<file path="src/core/tc_defines.vh">
// Shared constants of the timer/counter core
`ifndef TC_DEFINES_VH
`define TC_DEFINES_VH
// ------------------------------------------------------------
// Counter width modes
// ------------------------------------------------------------
`define TC_MODE_W 2
`define TC_MODE_16 2'h0
`define TC_MODE_8 2'h1
`define TC_MODE_32 2'h2
// ------------------------------------------------------------
// Waveform modes
// ------------------------------------------------------------
`define TC_WAVE_FREQ 1'h0
`define TC_WAVE_PWM 1'h1
// ------------------------------------------------------------
// Prescaler select width and reset values
// ------------------------------------------------------------
`define TC_PSC_W 3
`define TC_PSC_RESET 3'h0
`define TC_COUNT_RESET 32'h00000000
// ------------------------------------------------------------
// Timing: configuration crossing, in core-clock periods of 10 ns
// ------------------------------------------------------------
`define TC_SYNC_TIME_NS 30
`define TC_CLK_PERIOD_NS 10
`define TC_SYNC_CYCLES (`TC_SYNC_TIME_NS / `TC_CLK_PERIOD_NS)
`define TC_SYNC_CNT_W 4
`endif

</file>
<file path="src/core/tc_prescaler.v">
// Prescaler dividing counter clock ticks by a power of two
`timescale 1ns/100ps
`default_nettype none
`include "tc_defines.vh"
module tc_prescaler #(
   parameter DIV_W = 8
) (
   input wire clock,
   input wire rst_n,
   input wire clear,
   input wire tick_in,
   input wire [`TC_PSC_W-1:0] sel,
   output wire tick_out
);
   reg [DIV_W-1:0] div_q;
   wire [DIV_W-1:0] mask;

   assign mask = (({{(DIV_W-1){1'b0}}, 1'b1}) << sel) -
      {{(DIV_W-1){1'b0}}, 1'b1};
   assign tick_out = tick_in && ((div_q & mask) == mask);

   always @(posedge clock or negedge rst_n) begin
      if (!rst_n) begin
         div_q <= {DIV_W{1'b0}};
      end else if (clear) begin
         div_q <= {DIV_W{1'b0}};
      end else if (tick_in) begin
         div_q <= div_q + {{(DIV_W-1){1'b0}}, 1'b1};
      end
   end
endmodule // tc_prescaler
`default_nettype wire

</file>
<file path="src/core/tc_core.v">
// Timer/counter core: prescaler, counter, two compare/capture channels
`timescale 1ns/100ps
`default_nettype none
`include "tc_defines.vh"
module tc_core #(
   parameter PSC_DIV_W = 8
) (
   input wire clock,
   input wire reset_n,
   input wire counter_generic_clock,
   input wire count_event,
   input wire [1:0] capture_event,
   input wire low_power,
   input wire cfg_write,
   input wire cfg_enable,
   input wire [`TC_MODE_W-1:0] cfg_mode,
   input wire cfg_count_on_event,
   input wire [`TC_PSC_W-1:0] cfg_prescale,
   input wire cfg_dir_down,
   input wire cfg_wave_mode,
   input wire [1:0] cfg_capture_en,
   input wire [31:0] cfg_cc0,
   input wire [31:0] cfg_cc1,
   output wire cfg_busy,
   output reg [1:0] waveform_outputs,
   output reg [31:0] count_value,
   output reg [31:0] cc0_value,
   output reg [31:0] cc1_value,
   output reg update_event,
   output reg [1:0] channel_event,
   output reg irq,
   output reg wake_request,
   output reg dma_req_update,
   output reg [1:0] dma_req_channel
);
   // ------------------------------------------------------------
   // Reset release and counter clock sampling
   // ------------------------------------------------------------
   reg [1:0] rst_sync_q;
   wire rst_n;
   reg gclk_s1_q, gclk_s2_q, gclk_s3_q, gclk_lvl_q;
   wire gclk_tick;

   always @(posedge clock or negedge reset_n) begin
      if (!reset_n) begin
         rst_sync_q <= 2'h0;
      end else begin
         rst_sync_q <= {rst_sync_q[0], 1'b1};
      end
   end
   assign rst_n = rst_sync_q[1];

   // Pair members share this one clock input, so they tick together
   always @(posedge clock or negedge rst_n) begin
      if (!rst_n) begin
         gclk_s1_q <= 1'b0;
         gclk_s2_q <= 1'b0;
         gclk_s3_q <= 1'b0;
         gclk_lvl_q <= 1'b0;
      end else begin
         gclk_s1_q <= counter_generic_clock;
         gclk_s2_q <= gclk_s1_q;
         gclk_s3_q <= gclk_s2_q;
         if (gclk_s2_q == gclk_s3_q) begin
            gclk_lvl_q <= gclk_s3_q;
         end
      end
   end
   assign gclk_tick = (gclk_s2_q == gclk_s3_q) && gclk_s3_q && !gclk_lvl_q;

   // ------------------------------------------------------------
   // Configuration crossing
   // ------------------------------------------------------------
   reg [`TC_SYNC_CNT_W-1:0] sync_cnt_q;
   reg en_q, on_event_q, down_q, wave_q;
   reg [`TC_MODE_W-1:0] mode_q;
   reg [`TC_PSC_W-1:0] psc_q;
   reg [1:0] cap_en_q;
   reg [31:0] cc0_shadow_q, cc1_shadow_q;
   reg en_sh_q, on_event_sh_q, down_sh_q, wave_sh_q;
   reg [`TC_MODE_W-1:0] mode_sh_q;
   reg [`TC_PSC_W-1:0] psc_sh_q;
   reg [1:0] cap_en_sh_q;
   wire sync_done;
   wire [31:0] sync_load = `TC_SYNC_CYCLES;

   assign cfg_busy = (sync_cnt_q != {`TC_SYNC_CNT_W{1'b0}});
   assign sync_done = (sync_cnt_q == {{(`TC_SYNC_CNT_W-1){1'b0}}, 1'b1});

   // Writes during a transfer are refused; cfg_busy flags it
   always @(posedge clock or negedge rst_n) begin
      if (!rst_n) begin
         sync_cnt_q <= {`TC_SYNC_CNT_W{1'b0}};
         en_sh_q <= 1'b0;
         on_event_sh_q <= 1'b0;
         down_sh_q <= 1'b0;
         wave_sh_q <= `TC_WAVE_FREQ;
         mode_sh_q <= `TC_MODE_16;
         psc_sh_q <= `TC_PSC_RESET;
         cap_en_sh_q <= 2'h0;
         cc0_shadow_q <= `TC_COUNT_RESET;
         cc1_shadow_q <= `TC_COUNT_RESET;
      end else if (cfg_write && !cfg_busy) begin
         sync_cnt_q <= sync_load[`TC_SYNC_CNT_W-1:0];
         en_sh_q <= cfg_enable;
         on_event_sh_q <= cfg_count_on_event;
         down_sh_q <= cfg_dir_down;
         wave_sh_q <= cfg_wave_mode;
         mode_sh_q <= cfg_mode;
         psc_sh_q <= cfg_prescale;
         cap_en_sh_q <= cfg_capture_en;
         cc0_shadow_q <= cfg_cc0;
         cc1_shadow_q <= cfg_cc1;
      end else if (cfg_busy) begin
         sync_cnt_q <= sync_cnt_q - {{(`TC_SYNC_CNT_W-1){1'b0}}, 1'b1};
      end
   end

   always @(posedge clock or negedge rst_n) begin
      if (!rst_n) begin
         en_q <= 1'b0;
         on_event_q <= 1'b0;
         down_q <= 1'b0;
         wave_q <= `TC_WAVE_FREQ;
         mode_q <= `TC_MODE_16;
         psc_q <= `TC_PSC_RESET;
         cap_en_q <= 2'h0;
      end else if (sync_done) begin
         en_q <= en_sh_q;
         on_event_q <= on_event_sh_q;
         down_q <= down_sh_q;
         wave_q <= wave_sh_q;
         mode_q <= mode_sh_q;
         psc_q <= psc_sh_q;
         cap_en_q <= cap_en_sh_q;
      end
   end

   // ------------------------------------------------------------
   // Width helpers
   // ------------------------------------------------------------
   function [31:0] width_max;
      input [`TC_MODE_W-1:0] mode;
      begin
         case (mode)
            `TC_MODE_8: width_max = 32'h000000ff;
            `TC_MODE_32: width_max = 32'hffffffff;
            default: width_max = 32'h0000ffff;
         endcase
      end
   endfunction

   // ------------------------------------------------------------
   // Prescaler and count source
   // ------------------------------------------------------------
   wire psc_tick;
   wire step;
   wire [31:0] max_val, top_val, cc0_m, cc1_m;
   wire at_top, at_zero;

   tc_prescaler #(
      .DIV_W(PSC_DIV_W)
   ) u_psc (
      .clock(clock),
      .rst_n(rst_n),
      .clear(!en_q),
      .tick_in(gclk_tick),
      .sel(psc_q),
      .tick_out(psc_tick)
   );

   // Low power does not gate the count
   assign step = en_q && (on_event_q ? count_event : psc_tick);
   assign max_val = width_max(mode_q);
   assign cc0_m = cc0_shadow_q & max_val;
   assign cc1_m = cc1_shadow_q & max_val;
   assign top_val = (wave_q == `TC_WAVE_FREQ) ? cc0_m : max_val;
   assign at_top = (count_value == top_val);
   assign at_zero = (count_value == 32'h00000000);

   // ------------------------------------------------------------
   // Counter, channels and waveforms
   // ------------------------------------------------------------
   reg upd;
   reg [1:0] match;
   reg [1:0] capt;
   reg [31:0] count_d;

   always @* begin
      count_d = count_value;
      upd = 1'b0;
      if (step) begin
         if (down_q) begin
            if (at_zero) begin
               count_d = top_val;
               upd = 1'b1;
            end else begin
               count_d = count_value - 32'h00000001;
            end
         end else begin
            if (at_top) begin
               count_d = 32'h00000000;
               upd = 1'b1;
            end else begin
               count_d = (count_value + 32'h00000001) & max_val;
            end
         end
      end
      capt = cap_en_q & capture_event & {2{en_q}};
      match[0] = step && !cap_en_q[0] && (count_value == cc0_m);
      match[1] = step && !cap_en_q[1] && (count_value == cc1_m);
   end

   always @(posedge clock or negedge rst_n) begin
      if (!rst_n) begin
         count_value <= `TC_COUNT_RESET;
         cc0_value <= `TC_COUNT_RESET;
         cc1_value <= `TC_COUNT_RESET;
         waveform_outputs <= 2'h0;
      end else begin
         count_value <= en_q ? count_d : `TC_COUNT_RESET;
         if (capt[0]) begin
            cc0_value <= count_value;
         end else if (!cap_en_q[0]) begin
            cc0_value <= cc0_m;
         end
         if (capt[1]) begin
            cc1_value <= count_value;
         end else if (!cap_en_q[1]) begin
            cc1_value <= cc1_m;
         end
         if (!en_q) begin
            waveform_outputs <= 2'h0;
         end else if (wave_q == `TC_WAVE_PWM) begin
            waveform_outputs[0] <= (count_d < cc0_m);
            waveform_outputs[1] <= (count_d < cc1_m);
         end else begin
            if (match[0]) begin
               waveform_outputs[0] <= !waveform_outputs[0];
            end
            if (match[1]) begin
               waveform_outputs[1] <= !waveform_outputs[1];
            end
         end
      end
   end

   // ------------------------------------------------------------
   // Interrupt, event, wake and DMA pulses
   // ------------------------------------------------------------
   always @(posedge clock or negedge rst_n) begin
      if (!rst_n) begin
         update_event <= 1'b0;
         channel_event <= 2'h0;
         irq <= 1'b0;
         wake_request <= 1'b0;
         dma_req_update <= 1'b0;
         dma_req_channel <= 2'h0;
      end else begin
         update_event <= upd;
         channel_event <= match | capt;
         irq <= upd || (|(match | capt));
         wake_request <= low_power && (upd || (|(match | capt)));
         dma_req_update <= upd;
         dma_req_channel <= match | capt;
      end
   end
endmodule // tc_core
`default_nettype wire

</file>
<file path="config.mk">
export PLATFORM = sky130hd
export DESIGN_NAME = tc_core
export DESIGN_NICKNAME = d
export VERILOG_FILES = /design/src/core/tc_prescaler.v /design/src/core/tc_core.v
export VERILOG_INCLUDE_DIRS = /design/src /design/src/core
export SDC_FILE = /design/constraint.sdc
export NUM_CORES = 1
export LEC_CHECK = 0
export BUFFER_PORTS_ARGS = -buffer_cell sky130_fd_sc_hd__buf_2
export CAP_MARGIN = 20
export CORE_MARGIN = 1
export CORE_UTILIZATION = 50
export DETAILED_ROUTE_END_ITERATION = 12
export MAX_ROUTING_LAYER = met4
export PLACE_DENSITY_LB_ADDON = 0.12
export SLEW_MARGIN = 20
export SYNTH_ARGS = -nofsm -noshare
export SYNTH_HDL_FRONTEND = slang
export SYNTH_SLANG_ARGS = --single-unit
export TNS_END_PERCENT = 5
</file>
<file path="constraint.sdc">
create_clock -name clock -period 5.65 [get_ports clock]
set_input_delay 1.695 -clock clock [delete_from_list [all_inputs] [get_ports clock]]
set_output_delay 1.695 -clock clock [all_outputs]
set_load 0.005 [all_outputs]
</file>
==> impl_metrics.toml <==
[worst_setup_path]
timing.critical_path.fanout_max = 23
criticalPathCategory = "reg2reg"
cp-startpoint = "mode_q[1]$_DFFE_PN0P_"
cp-start-kind = "flop"
rr_startpoint = "mode_q[1]$_DFFE_PN0P_"
worst_r2r_endpoint = "waveform_outputs[0]$_DFFE_PN0P_"
cp.required_ns = 6.11
reg2reg_slack_ns = 0.18
worstPathArrival_ns = 5.93
critical_path.endpoint = "waveform_outputs[0]$_DFFE_PN0P_"
worst_setup_path_end_kind = "flop"
worstRegToRegCells = 18

[detailed_routing]
detailedRoute.firstIterationViolations = 1854
finalWirelength_um = 56800
detailroute.via_count = 14500
number_of_detailed_routing_iterations_run_before_antenna_repair = 6
drt.antenna.violating_nets = 0
route.detailed.drc = 0
post_drt_wl_per_cell_um = 25.5
drt-vias-per-instance = 6.49

[sta]
unrepaired_setup_endpoints_after_global_routing = "no"
measured_slew_at_the_worst_slew_check_pin_ns = 1.13
relSlewSlack_pct = 22.8
skew_ns = 0.0247
layout_min_cycle_time_ns = 5.47
report.final.hold_viol_count = 0
setup-violations-final = 0
max_clock_freq_mhz = 183
slew_violations = 0
finalCritPeriodShare_pct = 96.8
postLayoutSetupSlackWorst_ns = 0.179
finalSetupTns_ns = 0

[synthesis]
post_synth_arst_share_pct = 100
number_of_nets_produced_by_synthesis = 1828
synthTopCellsByArea = "dfrtp_1 (36%), ha_1 (5.9%), a21oi_1 (5.8%)"
sequential_share_of_the_synthesized_area_pct = 36.0
yosys_most_used_dff = "dfrtp_1"
yosysWarningCount = 0
synthesis.area_per_instance_um2 = 8.53
number_of_flops_mapped_to_enable_cells_by_yosys = 0
yosys.area.top_type = "dfrtp_1"
postSynthRegisterBits = 206
ys_top_cells_by_count = "dfrtp_1 (206), a21oi_1 (166), nand2_1 (148)"
gate_count_after_technology_mapping = 1677
synth_area_mm2 = 0.0143
synth.lib_cells_used.distinct = 75
most_frequently_used_cell_type_in_the_post_synthesis_netlist = "dfrtp_1"
synth.top_cell.area_share_pct = 36.0

[clock_network]
cts_tree = "done"
root_buffer = "clkbuf_16"
worst_setup_hold_path_clk_slew_ns = 0.06
cts_inserted_buffers = 25
cts.htree.levels = 1
clockBufferDepth = 3
clkLatencyLatePin_ns = 0.55
clock_sinks = 206
ctsHoldBuffers = 0
post-cts-setup-buffer-count = 0

[finish]
layout-area-overhead-vs-synth_pct = 16.3
nNetsFinal = 1982
finish.instance_area_mm2 = 0.0166
fin_cells = 2230
final.fill_count = 2608
proportion_of_layout_cells_with_a_drive_suffix_above_1_pct = 21.4

[power_and_ir_drop]
power.density_mw_per_mm2 = 511
vdd_drop_max_uv = 326
leakagePower_nw = 7.79
p_total_mw = 8.51

[global_route]
antenna_found_initial = 0
total_track_usage_pct = 39.9
largest_net_degree_at_the_start_of_global_routing = 81
grt_pass1_wl_um = 84300
grt_pass1_vias = 13400
globalRouteOverflowTotal = 0

[floorplanning]
start_util_pct = 51.2
placementRows = 61
die-area_mm2 = 0.0293
die-height_um = 171
design.portCount = 190
die_width_um = 171
fp.coreArea_mm2 = 0.0279

[placement]
dp.final_hpwl_um = 41500
placed_cells_incl_taps = 2182
post-place-ws_ns = 0.0867
portBuffers = 189
gp_congestion = 1.09
postPlaceCellArea_mm2 = 0.0158

[min_path]
hold_path_class = "reg2async"

[status]
run_status = "complete, no violations"

[run]
max_cap_violations = 0
[routing by layer]
layer,part of all wire [%],up-vias,track usage (%)
li1,-,6453,-
met1,43,7018,55.1
met2,43,855,56.9
met5,0,-,-
met4,3.7,0,14.5
met3,11,147,9.04
[cells in the final DEF (no fill, tap or decap), types with 24 or more instances in the layout]
master,count
a21oi_1,166
and2_1,28
buf_2,189
buf_4,89
clkbuf_16,25
dfrtp_1,202
ha_1,68
inv_1,55
mux2_2,60
mux2i_1,69
nand2_1,146
nand3_1,32
nand4_1,35
nor2_1,104
nor3_1,43
o21ai_0,118
or3_1,35
xor2_1,24
[metrics by stage]
step	util [%]	hold slack [ns]
after floorplan	-	0.331
after global routing	59.6	0.363
after CTS	59.5	0.340
after detailed placement	56.7	0.334
after global placement	56.7	0.325
final	59.6	0.315
[state kept, by name (all words and copies together), names as in the netlist, 2 cells and up]
register / flops
cc0_shadow_q: 32
cc0_value: 32
cc1_shadow_q: 32
cc1_value: 32
count_value: 32
u_psc.div_q: 7
sync_cnt_q: 4
psc_q: 3
psc_sh_q: 3
cap_en_q: 2
cap_en_sh_q: 2
dma_req_channel: 2
mode_q: 2
mode_sh_q: 2
rst_sync_q: 2
waveform_outputs: 2
[logic make-up after synthesis]
kind of cell             after synthesis  synth area share (%)
other                                  1                0.0262
AND/OR/NAND/NOR                      528                  18.5
multiplexers                         129                  9.55
AO/OA/AOI/OAI                        496                  21.8
flip-flops                           206                  36.0
adder cells (fa/ha/maj)               68                  5.95
XOR/XNOR                              41                  2.51
buffers and inverters                208                  5.69
[where the power goes]
part           switching [mW]  internal [mW]  total, mW
clock network           0.674          0.905       1.58
registers               0.758           2.05       2.81
logic                    2.46           1.66       4.13
total                    3.89           4.62       8.51
[what timing repair did]
item / CTS / global route
endpoints found under the setup margin: 0 / 1
endpoints found under the hold margin: 0 / 0
gates resized for setup: 0 / 3
[worst min path at each step]
stage                                  startpoint                   endpoint  slack [ns]  cells after the start
after floorplan           rst_sync_q[0]$_DFF_PN0_    rst_sync_q[1]$_DFF_PN0_        0.33                      0
after detailed placement  rst_sync_q[1]$_DFF_PN0_  sync_cnt_q[1]$_DFFE_PN0P_        0.33                      0
after CTS                 rst_sync_q[1]$_DFF_PN0_  sync_cnt_q[2]$_DFFE_PN0P_        0.34                      0
final                     rst_sync_q[1]$_DFF_PN0_  sync_cnt_q[2]$_DFFE_PN0P_        0.32                      0
after global placement    rst_sync_q[1]$_DFF_PN0_  sync_cnt_q[1]$_DFFE_PN0P_        0.32                      0
after global routing          gclk_s1_q$_DFF_PN0_        gclk_s2_q$_DFF_PN0_        0.36                      0
[final cells by class]
type                       instances  area (µm²)  share of cell area (%)
antenna                            2        5.00                  0.0301
clock buffer                      34         689                    4.14
clock inverter                    12         105                   0.631
inverter                          56         210                    1.26
multi-input combinational       1263        8360                    50.2
sequential                       206        5160                    31.0
tap                              378         473                    2.84
timing repair buffer             279        1630                    9.82
[critical path: stages, from the launching register on]
cell	delay, ns
dfrtp_1	0.68
nor2b_4	0.56
buf_4	0.26
a211oi_1	0.08
nor3_1	0.52
or4_1	0.24
o41ai_2	0.09
buf_12	0.18
or3_1	0.40
o21ai_0	0.56
ha_1	0.36
nand2_1	0.08
nor2_1	0.04
a211oi_1	0.44
o211ai_1	0.21
nor4_1	0.30
buf_4	0.16
nand2_1	0.04
o211ai_1	0.15
(Power assumes the default switching activity.)
